File: src/hdl/charger_regs_pkg.sv
// constants for the charger control and event flag register bank
`default_nettype none
package charger_regs_pkg;
  localparam logic [7:0] ADDR_EVENT_FLAGS_A    = 8'ha3;
  localparam logic [7:0] ADDR_EVENT_FLAGS_B    = 8'ha4;
  localparam logic [7:0] ADDR_CHARGER_CONTROL  = 8'hb6;
  localparam logic [7:0] ADDR_CHARGER_STATUS   = 8'hb7;
  localparam logic [7:0] RESET_CHARGER_CONTROL = 8'hc0;
  localparam logic [7:0] RESET_FLAGS           = 8'h00;
  // charger_control fields
  localparam int DRIVE_HI    = 7;
  localparam int DRIVE_LO    = 6;
  localparam int DEFST_HI    = 5;
  localparam int DEFST_LO    = 4;
  localparam int SUPPLY_POL  = 3;
  localparam int LV_DISABLE  = 2;
  localparam int PIN2_FUNC   = 1;
  localparam int FOUND_POL   = 0;
  // charger_status fields
  localparam int TYPE_HI     = 6;
  localparam int TYPE_LO     = 4;
  localparam int ADV_HI      = 2;
  localparam int ADV_LO      = 0;
  // event flag bit positions
  localparam int A_RISE      = 7;
  localparam int A_FALL      = 6;
  localparam int A_WAKE      = 3;
  localparam int A_DISC      = 2;
  localparam int B_FOUND     = 5;
  localparam int B_ATTACH    = 3;
  localparam int B_OVP       = 1;
  localparam logic [7:0] MASK_FLAGS_A = 8'hcc;
  localparam logic [7:0] MASK_FLAGS_B = 8'h2a;
  // low-voltage advertising hold
  localparam int unsigned CLK_HZ       = 25000000;
  localparam int unsigned LV_HOLD_S    = 12;
  localparam int unsigned LV_HOLD_CYC  = LV_HOLD_S * CLK_HZ;
  typedef enum logic [1:0] {
    DEF_IDLE      = 2'b00,
    DEF_DETECT    = 2'b01,
    DEF_ADVERTISE = 2'b10,
    DEF_AUTOCYCLE = 2'b11
  } default_state_t;
  typedef enum logic [2:0] {
    ADV_NONE     = 3'b000,
    ADV_DIVIDER3 = 3'b101,
    ADV_LOWVOLT  = 3'b110,
    ADV_BC_DCP   = 3'b111
  } advert_state_t;
endpackage
`default_nettype wire

File: src/hdl/charger_ctrl_int_status_regs.sv
// charger control, charger status and sticky event flag registers
`default_nettype none
// What this block does
// drive select bits 7:6, reset three
// default-state field bits 5:4, reset zero
// state 1: detect on aux pin one rise
// state 2: shorted DCP, low-volt if enabled
// state 3: auto cycle, 12 s low-volt
// bit 3 sets supply-switch output polarity
// bit 2 disables low-volt advertising
// bit 1 routes aux pin two function in serial mode only
// bit 0 sets charger-found output polarity
// status bits 6:4 report charger type
// status bits 2:0 report advertise state
// pin one rise sets flag A7
// pin one fall sets flag A6
// remote wake sets flag A3
// disconnect sets flag A2
// charger found sets flag B5
// attach sets flag B3
// overvoltage sets flag B1
// open-drain interrupt pin pulls low
// interrupt follows enabled set flags
module charger_ctrl_int_status_regs #(
  parameter int unsigned LV_HOLD_CYCLES = charger_regs_pkg::LV_HOLD_CYC
) (
  // clock and reset
  input  wire logic       sys_clk,
  input  wire logic       rst,
  // register port from the serial management slave
  input  wire logic       regWrite,
  input  wire logic       regRead,
  input  wire logic [7:0] regAddr,
  input  wire logic [7:0] regWdata,
  output logic      [7:0] regRdata,
  // enables held in the interrupt-enable registers
  input  wire logic [7:0] enableA,
  input  wire logic [7:0] enableB,
  // event sources, one-cycle pulses on sys_clk
  input  wire logic       remoteWakeEvt,
  input  wire logic       disconnectEvt,
  input  wire logic       chargerFoundEvt,
  input  wire logic       attachEvt,
  input  wire logic       overvoltageEvt,
  // detector results
  input  wire logic [2:0] detectedChargerType,
  input  wire logic       chargerFoundLevel,
  input  wire logic       supplySwitchReq,
  input  wire logic       serialMode,
  input  wire logic       pinTwoOpenDrain,
  // pins
  input  wire logic       auxPinOneIn,
  output logic            auxPinTwoOut,
  output logic            auxPinTwoOe_n,
  output logic            supplySwitchOut,
  // controls to the analogue charger
  output logic [1:0]      openDrainDriveSelect,
  output logic            startDetection,
  output logic [2:0]      advertMode
);
  import charger_regs_pkg::*;

  logic [7:0] controlQ;
  logic [7:0] flagsAQ;
  logic [7:0] flagsBQ;
  advert_state_t advStateQ;
  logic [31:0] holdCntQ;
  logic pinSync1Q;
  logic pinSync2Q;
  logic pinPrevQ;

  ////////////////////////////////////////////////////////////////////////////
  // decode

  wire wrControl = regWrite && (regAddr == ADDR_CHARGER_CONTROL);
  wire wrFlagsA  = regWrite && (regAddr == ADDR_EVENT_FLAGS_A);
  wire wrFlagsB  = regWrite && (regAddr == ADDR_EVENT_FLAGS_B);
  wire pinRise   = pinSync2Q && !pinPrevQ;
  wire pinFall   = !pinSync2Q && pinPrevQ;
  wire [1:0] defState  = controlQ[DEFST_HI:DEFST_LO];
  wire       lowVoltOn = !controlQ[LV_DISABLE];
  wire [7:0] statusWord = {1'b0, detectedChargerType, 1'b0, advStateQ};

  // events raised this cycle, placed at their bit positions
  wire [7:0] setA = ({7'h00, pinRise} << A_RISE) | ({7'h00, pinFall} << A_FALL)
                  | ({7'h00, remoteWakeEvt} << A_WAKE)
                  | ({7'h00, disconnectEvt} << A_DISC);
  wire [7:0] setB = ({7'h00, chargerFoundEvt} << B_FOUND)
                  | ({7'h00, attachEvt} << B_ATTACH)
                  | ({7'h00, overvoltageEvt} << B_OVP);
  wire [7:0] clrA = wrFlagsA ? regWdata : 8'h00;
  wire [7:0] clrB = wrFlagsB ? regWdata : 8'h00;
  // set beats clear so an event in the clearing cycle survives
  wire [7:0] flagsAD = ((flagsAQ & ~clrA) | setA) & MASK_FLAGS_A;
  wire [7:0] flagsBD = ((flagsBQ & ~clrB) | setB) & MASK_FLAGS_B;

  wire irqActive = |(flagsAQ & enableA) || |(flagsBQ & enableB);

  wire [7:0] rdMux = (regAddr == ADDR_EVENT_FLAGS_A)   ? flagsAQ  :
                     (regAddr == ADDR_EVENT_FLAGS_B)   ? flagsBQ  :
                     (regAddr == ADDR_CHARGER_CONTROL) ? controlQ :
                     (regAddr == ADDR_CHARGER_STATUS)  ? statusWord : 8'h00;

  wire holdDone = (holdCntQ >= LV_HOLD_CYCLES - 1);

  ////////////////////////////////////////////////////////////////////////////
  // pin synchroniser

  always_ff @(posedge sys_clk)
  begin
    pinSync1Q <= auxPinOneIn;
    pinSync2Q <= pinSync1Q;
    pinPrevQ  <= pinSync2Q;
  end

  ////////////////////////////////////////////////////////////////////////////
  // registers

  always_ff @(posedge sys_clk)
  begin
    if (rst)
    begin
      // drive and default state reset
      controlQ <= RESET_CHARGER_CONTROL;
      flagsAQ  <= RESET_FLAGS;
      flagsBQ  <= RESET_FLAGS;
      regRdata <= 8'h00;
    end
    else
    begin
      if (wrControl)
        controlQ <= regWdata;
      // sticky A flags
      flagsAQ <= flagsAD;
      // sticky B flags
      flagsBQ <= flagsBD;
      // status readback
      if (regRead)
        regRdata <= rdMux;
    end
  end

  ////////////////////////////////////////////////////////////////////////////
  // default-state advertising sequence

  always_ff @(posedge sys_clk)
  begin
    if (rst)
    begin
      advStateQ <= ADV_NONE;
      holdCntQ  <= 32'h0;
    end
    else
    begin
      case (defState)
        DEF_ADVERTISE:
        begin
          // shorted DCP choice
          advStateQ <= lowVoltOn ? ADV_LOWVOLT : ADV_BC_DCP;
          holdCntQ  <= 32'h0;
        end
        DEF_AUTOCYCLE:
        begin
          // auto cycle with timed low-volt stage
          case (advStateQ)
            ADV_NONE:
            begin
              advStateQ <= ADV_DIVIDER3;
              holdCntQ  <= 32'h0;
            end
            ADV_DIVIDER3:
              advStateQ <= lowVoltOn ? ADV_LOWVOLT : ADV_BC_DCP;
            ADV_LOWVOLT:
            begin
              if (!lowVoltOn || holdDone)
                advStateQ <= ADV_BC_DCP;
              else
                holdCntQ <= holdCntQ + 32'h1;
            end
            default:
              advStateQ <= ADV_BC_DCP;
          endcase
        end
        default:
        begin
          advStateQ <= ADV_NONE;
          holdCntQ  <= 32'h0;
        end
      endcase
    end
  end

  ////////////////////////////////////////////////////////////////////////////
  // pin and control outputs

  always_ff @(posedge sys_clk)
  begin
    if (rst)
    begin
      auxPinTwoOut         <= 1'b1;
      auxPinTwoOe_n        <= 1'b1;
      supplySwitchOut      <= 1'b0;
      openDrainDriveSelect <= RESET_CHARGER_CONTROL[DRIVE_HI:DRIVE_LO];
      startDetection       <= 1'b0;
      advertMode           <= ADV_NONE;
    end
    else
    begin
      // drive strength to pads
      openDrainDriveSelect <= controlQ[DRIVE_HI:DRIVE_LO];
      // supply switch polarity
      supplySwitchOut <= supplySwitchReq ^ controlQ[SUPPLY_POL];
      // detection start on rise
      startDetection <= (defState == DEF_DETECT) && pinRise;
      advertMode     <= advStateQ;
      if (serialMode && controlQ[PIN2_FUNC])
      begin
        // charger-found output, polarity selectable
        auxPinTwoOut  <= controlQ[FOUND_POL] ? chargerFoundLevel : !chargerFoundLevel;
        auxPinTwoOe_n <= 1'b0;
      end
      else if (pinTwoOpenDrain)
      begin
        // open drain pulls low when interrupt active
        auxPinTwoOut  <= 1'b0;
        auxPinTwoOe_n <= !irqActive;
      end
      else
      begin
        // push-pull active-low interrupt
        auxPinTwoOut  <= !irqActive;
        auxPinTwoOe_n <= 1'b0;
      end
    end
  end

  ////////////////////////////////////////////////////////////////////////////
  // checks

  property p_rise_flag;
    @(posedge sys_clk) disable iff (rst)
    pinRise |=> flagsAQ[A_RISE];
  endproperty
  a_rise_flag: assert property (p_rise_flag) else $error("rise flag not set");

  property p_fall_flag;
    @(posedge sys_clk) disable iff (rst)
    pinFall |=> flagsAQ[A_FALL];
  endproperty
  a_fall_flag: assert property (p_fall_flag) else $error("fall flag not set");

  property p_wake_flag;
    @(posedge sys_clk) disable iff (rst)
    remoteWakeEvt |=> flagsAQ[A_WAKE];
  endproperty
  a_wake_flag: assert property (p_wake_flag) else $error("wake flag not set");

  property p_disc_flag;
    @(posedge sys_clk) disable iff (rst)
    disconnectEvt |=> flagsAQ[A_DISC];
  endproperty
  a_disc_flag: assert property (p_disc_flag) else $error("disconnect flag not set");

  property p_found_hold;
    @(posedge sys_clk) disable iff (rst)
    flagsBQ[B_FOUND] && !(wrFlagsB && regWdata[B_FOUND]) |=> flagsBQ[B_FOUND];
  endproperty
  a_found_hold: assert property (p_found_hold) else $error("found flag lost");

  property p_attach_flag;
    @(posedge sys_clk) disable iff (rst)
    attachEvt |=> flagsBQ[B_ATTACH];
  endproperty
  a_attach_flag: assert property (p_attach_flag) else $error("attach flag not set");

  property p_ovp_clear;
    @(posedge sys_clk) disable iff (rst)
    wrFlagsB && regWdata[B_OVP] && !overvoltageEvt |=> !flagsBQ[B_OVP];
  endproperty
  a_ovp_clear: assert property (p_ovp_clear) else $error("overvoltage flag not cleared");

  property p_detect_start;
    @(posedge sys_clk) disable iff (rst)
    (defState == DEF_DETECT) && pinRise |=> startDetection;
  endproperty
  a_detect_start: assert property (p_detect_start) else $error("detection not started");

  property p_advert_short;
    @(posedge sys_clk) disable iff (rst)
    (defState == DEF_ADVERTISE) && !lowVoltOn |=> advStateQ == ADV_BC_DCP;
  endproperty
  a_advert_short: assert property (p_advert_short) else $error("wrong advert");

  property p_irq_pin;
    @(posedge sys_clk) disable iff (rst)
    irqActive && pinTwoOpenDrain && !(serialMode && controlQ[PIN2_FUNC])
      |=> !auxPinTwoOe_n && !auxPinTwoOut;
  endproperty
  a_irq_pin: assert property (p_irq_pin) else $error("interrupt pin not low");

  // sampled rst keeps the release edge out, when outputs still hold reset values
  property p_drive_copy;
    @(posedge sys_clk) disable iff (rst)
    !rst |=> openDrainDriveSelect == $past(controlQ[DRIVE_HI:DRIVE_LO]);
  endproperty
  a_drive_copy: assert property (p_drive_copy) else $error("drive select not copied");

  property p_supply_pol;
    @(posedge sys_clk) disable iff (rst)
    !rst |=> supplySwitchOut == ($past(supplySwitchReq) ^ $past(controlQ[SUPPLY_POL]));
  endproperty
  a_supply_pol: assert property (p_supply_pol) else $error("supply switch polarity");

  property p_found_pin;
    @(posedge sys_clk) disable iff (rst)
    !rst && serialMode && controlQ[PIN2_FUNC]
      |=> !auxPinTwoOe_n
      && (auxPinTwoOut == ($past(chargerFoundLevel) ~^ $past(controlQ[FOUND_POL])));
  endproperty
  a_found_pin: assert property (p_found_pin) else $error("charger found pin wrong");

  property p_pushpull_irq;
    @(posedge sys_clk) disable iff (rst)
    !rst && !pinTwoOpenDrain && !(serialMode && controlQ[PIN2_FUNC])
      |=> !auxPinTwoOe_n && (auxPinTwoOut == !$past(irqActive));
  endproperty
  a_pushpull_irq: assert property (p_pushpull_irq) else $error("push-pull interrupt wrong");

  property p_od_release;
    @(posedge sys_clk) disable iff (rst)
    !rst && !irqActive && pinTwoOpenDrain && !(serialMode && controlQ[PIN2_FUNC])
      |=> auxPinTwoOe_n;
  endproperty
  a_od_release: assert property (p_od_release) else $error("interrupt pin not released");

  property p_rise_clear;
    @(posedge sys_clk) disable iff (rst)
    wrFlagsA && regWdata[A_RISE] && !pinRise |=> !flagsAQ[A_RISE];
  endproperty
  a_rise_clear: assert property (p_rise_clear) else $error("rise flag not cleared");

  property p_auto_skip_lv;
    @(posedge sys_clk) disable iff (rst)
    (defState == DEF_AUTOCYCLE) && !lowVoltOn |=> advStateQ != ADV_LOWVOLT;
  endproperty
  a_auto_skip_lv: assert property (p_auto_skip_lv) else $error("low-volt stage not skipped");

endmodule
`default_nettype wire

File: config.mk
export PLATFORM = sky130hd
export DESIGN_NAME = charger_ctrl_int_status_regs
export DESIGN_NICKNAME = d
export VERILOG_FILES = /design/src/hdl/charger_regs_pkg.sv /design/src/hdl/charger_ctrl_int_status_regs.sv
export SDC_FILE = /design/constraint.sdc
export NUM_CORES = 1
export LEC_CHECK = 0
export ABC_AREA = 1
export BUFFER_PORTS_ARGS = -buffer_cell sky130_fd_sc_hd__buf_2
export CELL_PAD_IN_SITES_DETAIL_PLACEMENT = 0
export CELL_PAD_IN_SITES_GLOBAL_PLACEMENT = 1
export CORE_MARGIN = 5
export CORE_UTILIZATION = 42
export CTS_CLUSTER_DIAMETER = 200
export DETAILED_ROUTE_END_ITERATION = 10
export PLACE_DENSITY_LB_ADDON = 0.15
export SYNTH_ARGS = -nofsm -noshare
export SYNTH_HDL_FRONTEND = slang
export SYNTH_SLANG_ARGS = --single-unit
File: constraint.sdc
create_clock -name sys_clk -period 3.4 [get_ports sys_clk]
set_clock_uncertainty 0.2 [all_clocks]
set_input_delay 1.02 -clock sys_clk [delete_from_list [all_inputs] [get_ports sys_clk]]
set_output_delay 1.02 -clock sys_clk [all_outputs]
set_load 0.02 [all_outputs]
Word-level counts from Yosys, hierarchy flattened --
Index checks and enable logic that the tools add are counted.
Word-level totals: flip-flop bits (word level) 74, output and inout port bits 17, logic and storage cells 80
Operators by class: add/sub/neg operators 1, order comparisons 1, eq/ne operators 11, multiplexer cells 17, bitwise logic cells 15, reductions and logical operators 19
Operators by type and width (count):
- case mux 32 bit (2 select lines) | 1
- adder 32 x 1 -> 32 bit, second input constant | 1
- == test 8 bit, second input constant | 4
- greater-or-equal comparator 32 x 29 -> 1 bit, second input constant | 1
- two-way mux 32 bit | 1
- two-way mux 8 bit | 4
- AND 8 bit | 2
- OR reduction 8 bit | 2
- case mux 3 bit (3 select lines) | 1
- AND 6 x 8 -> 8 bit | 1
- inverter 8 bit | 1
- OR 8 x 3 -> 8 bit | 1
- OR 8 x 4 -> 8 bit | 1
- OR 8 x 7 -> 8 bit | 1
- OR 8 bit | 1
- logical AND 1 bit | 7
- two-way mux 7 bit | 1
- AND 6 bit | 1
- == test 3 bit, second input constant | 2
- two-way mux 1 bit | 6
- two-way mux 6 bit | 1
- inverter 6 bit | 1
- OR 6 x 2 -> 6 bit | 1
- OR 6 x 4 -> 6 bit | 1
- 15 further kinds | 20

Logic depth before layout (Yosys ltp) --
word-level depth 6, depth in mapped cells 14, mapped depth without buffers 12

Worst setup path before layout --
OpenSTA, ideal clock, no wires.
path kind input to register, start point input port regAddr[5], end point register controlQ[3], data arrival time 2.022 ns, data required time 3.073 ns, setup slack 1.051 ns, stages 8, cells stage by stage nand2_1 nor3b_1 nand2_1 inv_1 nand2_1 clkbuf_1 o21ai_0 a21oi_1
Between the ends: word-level cells in the longest chain between the ends 2
Ends and longest elaborated chain:
- start: declaration | line charger_ctrl_int_status_regs.sv:33 | input wire logic [7:0] regAddr,
- == test 8 bit | line charger_ctrl_int_status_regs.sv:75 | wire wrControl = regWrite && (regAddr == ADDR_CHARGER_CONTROL);
- logical AND 1 bit | line charger_ctrl_int_status_regs.sv:75
- end signal: assignment | line charger_ctrl_int_status_regs.sv:132 | controlQ <= regWdata;
- end: declaration | line charger_ctrl_int_status_regs.sv:63 | logic [7:0] controlQ;
No other way between the ends. A chain may end at the register's enable or synchronous reset.

Worst setup path in the final report --
start point register holdCntQ[0], end point register holdCntQ[19]
Between the ends: word-level cells in the longest chain between the ends 4, elaborated cells between the ends (all ways) 7, classes of those cells add/sub (1); order compare (1); eq/ne (1); mux (2); reduce/logical (2)
Ends and longest elaborated chain:
- start: declaration | line charger_ctrl_int_status_regs.sv:67 | logic [31:0] holdCntQ;
- start signal: assignment | line charger_ctrl_int_status_regs.sv:178 | holdCntQ <= holdCntQ + 32'h1;
- greater-or-equal comparator 32 x 29 -> 1 bit | line charger_ctrl_int_status_regs.sv:104 | wire holdDone = (holdCntQ >= LV_HOLD_CYCLES - 1);
- logical OR 1 bit | line charger_ctrl_int_status_regs.sv:175 | if (!lowVoltOn || holdDone)
- inequality test 2 bit (no line)
- AND reduction 2 bit (no line)
Several ways; a longest one is shown, not always the timed one. The select of a mux whose other input is x is not followed.

==> flow_summary.ini <==
[critical_path]
crit_fanout = 31
path_cells = ha_1 -> inv_2 -> nor2_4 -> nand2_2 -> inv_2 -> nand2_1 -> nand2_1 -> nand2_2 -> nand2_4 -> nand2_4 -> nand2_1 -> a21oi_1
crit_top_cell = nand2_1
slowest_stage = dfxtp_1
max_stage_delay_ns = 0.48
crit_required_ns = 3.43
crit_path_start_kind = flip-flop
cp.arrival_ns = 2.59
r2r_slack_ns = 0.84
crit_path_end_kind = flip-flop
path_class = flip-flop to flip-flop

[sta]
maxSlewHeadroom_pct = 68.00
timing.final.ws_setup_ns = 0.8367
period_share_pct = 75.39
grt_setup_unrepaired = false
post-route-min-period_ns = 2.563
tns_ns = 0
hold_viol_final = 0
max_clock_freq_ghz = 0.3901
drv_slew = 0
setup-violations-final = 0
tightest_slew_ns = 0.4763

[synth]
synth_area_leaders = dfxtp_1 (37%), nand2_1 (17%), nor2_1 (9.6%)
ys_seq_area_share_pct = 36.95
synthFlopType = dfxtp_1
ys_async_sr_fraction_pct = 0
synth.ff_latch_count = 70
synth_top_cell_area_share_pct = 36.95
netlist_area_sq_um = 3792
yosys.area.top_type = dfxtp_1
yosysUniqueCellTypes = 31
synth_edf_count = 0
syn_nets = 636
syn_inst = 586
synth_area_per_cell_sq_um = 6.472
synth.yosys.warnings = 0

[clock_network]
cts_tree = yes
cts_max_level = 3
cts.clk_slew.worst_paths_ns = 0.09
cts_setup_buffers = 0
hold_buffers = 0
clock_latency_ns = 0.36
cts_max_path_buffers = 2
cts-root-buf = clkbuf_8
cts-resized-gates = 0
clock_sinks = 70
cts_buffers = 9

[placed_design]
dp_slack_ns = 0.6090
port-buffer-count = 56
placed_cell_area_sq_um = 4130
globalplace.congestion = 0.8732
dpl.hpwl_microns = 7641

[global_routing]
antenna_found_initial = 0
grt_max_degree = 33
overflow = 0
grt_usage_pct = 18.77
grt_pass1_vias = 3393
grt_pass1_wl_microns = 17080

[finish]
multiInputGateArea_sq_um = 2096
design_area_sq_um = 4329
fillers = 953
fin_nets = 688
drive_gt1_share_pct = 16.80
num_antenna_cells = 0
area_growth_pct = 14.15
regArea_sq_um = 1401

[detailed_routing]
vias = 3771
wire_per_inst_microns = 13.68
routed_wl_microns = 10270
first_iter_violations = 180
drc = 0
vias_per_cell = 5.021
first_pass_iters = 5
final_antenna_net_count = 0

[floorplanning]
die_area_sq_um = 11030
row_count = 34
die_w_microns = 105.0
coreArea_sq_um = 8763
initial_core_util_pct = 43.28
fp.dieH_microns = 105.0
boundaryPins = 66

[hold_path]
hp-class = flip-flop to flip-flop

[status]
outcome = complete, no violations

[power]
power_density_nw_per_um2 = 366.5
ir_drop_mv = 0.2454
p_leak_uw = 0.001545

[job]
cap_violations = 0
==> placed cells by master, fill, tap and decap left out, types with 2 or more instances in the layout <==
cell type	synthesis	final
nor2_1	97	97
a21oi_1	43	43
nand2_1	167	167
a21oi_2	10	10
inv_8	0	3
nand2_2	13	13
buf_4	3	4
nand4_1	3	3
buf_2	2	56
inv_6	0	2
or2_2	2	2
nand2_4	2	2
nor3_1	9	9
a31oi_1	3	3
inv_2	2	2
clkbuf_8	0	9
nand3_1	56	56
xnor2_1	7	7
inv_1	48	48
nor3b_1	2	2
xor2_1	8	8
dfxtp_1	70	70
o21ai_0	12	12
o211ai_1	5	5
==> flip-flops by register name, indices dropped and copies added (netlist names) <==
name and count:
holdCntQ 32, controlQ 8, regRdata 8, flagsAQ 4
advStateQ 3, advertMode 3, flagsBQ 3, openDrainDriveSelect 2
auxPinTwoOe_n 1, auxPinTwoOut 1, pinPrevQ 1, pinSync1Q 1
pinSync2Q 1, startDetection 1, supplySwitchOut 1
==> area by class of cell <==
cell class / count / area share [%]
Timing Repair Buffer: 60 / 7.168
Clock inverter: 7 / 1.734
Multi-Input combinational cell: 447 / 48.41
Inverter: 50 / 4.335
Sequential cell: 70 / 32.37
Clock buffer: 9 / 2.861
Tap cell: 108 / 3.121
==> kinds of logic (layout without fill, tap and decap cells) <==
family                     after synthesis  in the layout  synth area share (%)
adders and majority gates                1              1                0.3299
and+or+nand+nor                        354            354                 39.39
xor gates and xnor gates                15             15                 3.464
DFF                                     70             70                 36.95
buffers and inverters                   69            126                 7.786
AOI/OAI and AO/OA                       77             77                 12.08
==> per-layer routing <==
metal  GRT usage, %  up-vias  wire length [microns]  part of all wire, %
met4          4.384        0                    106                  1.0
met3          3.699        9                    498                  4.8
met2          26.57       70                   4363                   42
li1               -     1980                      -                    -
met5              0        -                      0                    0
met1          28.98     1712                   5301                   52
==> report_power, final <==
group | total, uW | internal, uW | switching, uW
Clock | 677 | 291 | 386
Sequential | 839 | 832 | 7.09
Combinational | 70.9 | 30.5 | 40.4
==> metrics by stage <==
step / hold slack (ns) / utilization (%) / std cells / total power, uW
2_1_floorplan: 0.1096 / - / 586 / 890.6
3_3_place_gp: 0.1104 / 47.13 / 735 / 928.3
3_5_place_dp: 0.1171 / 47.13 / 735 / 929.1
4_1_cts: 0.1407 / 49.40 / 751 / 1617
5_1_grt: 0.1593 / 49.40 / 751 / 1665
6_report: 0.1377 / 49.40 / 751 / 1587
==> worst paths after layout <==
check                           cells past startpoint        start            to
worst max register to register                     12  holdCntQ[0]  holdCntQ[19]
worst min register to register                      0    pinSync1Q     pinSync2Q
worst min-delay path                                0    pinSync1Q     pinSync2Q
worst max-delay path                               12  holdCntQ[0]  holdCntQ[19]
==> worst max-delay path, delay by kind of cell, from the launching register on <==
family | cells | cell delay, ns
AO/OA/AOI/OAI | 1 | 0.07
buffers and inverters | 2 | 0.15
adder cells (fa/ha/maj) | 1 | 0.26
flip-flops | 1 | 0.48
AND/OR/NAND/NOR | 8 | 1.23
==> synthesized netlist by cell type, types with 3 or more instances <==
master,instances
a31oi_1,3
clkbuf_1,12
nor3_1,9
nand4_1,3
inv_1,48
buf_4,3
nand2_2,13
nand3_1,56
a21oi_1,43
nand2_1,167
nor2_1,97
xor2_1,8
xnor2_1,7
dfxtp_1,70
a21oi_2,10
o211ai_1,5
o21ai_0,12
Note: power is estimated with default switching activity, not from simulation.
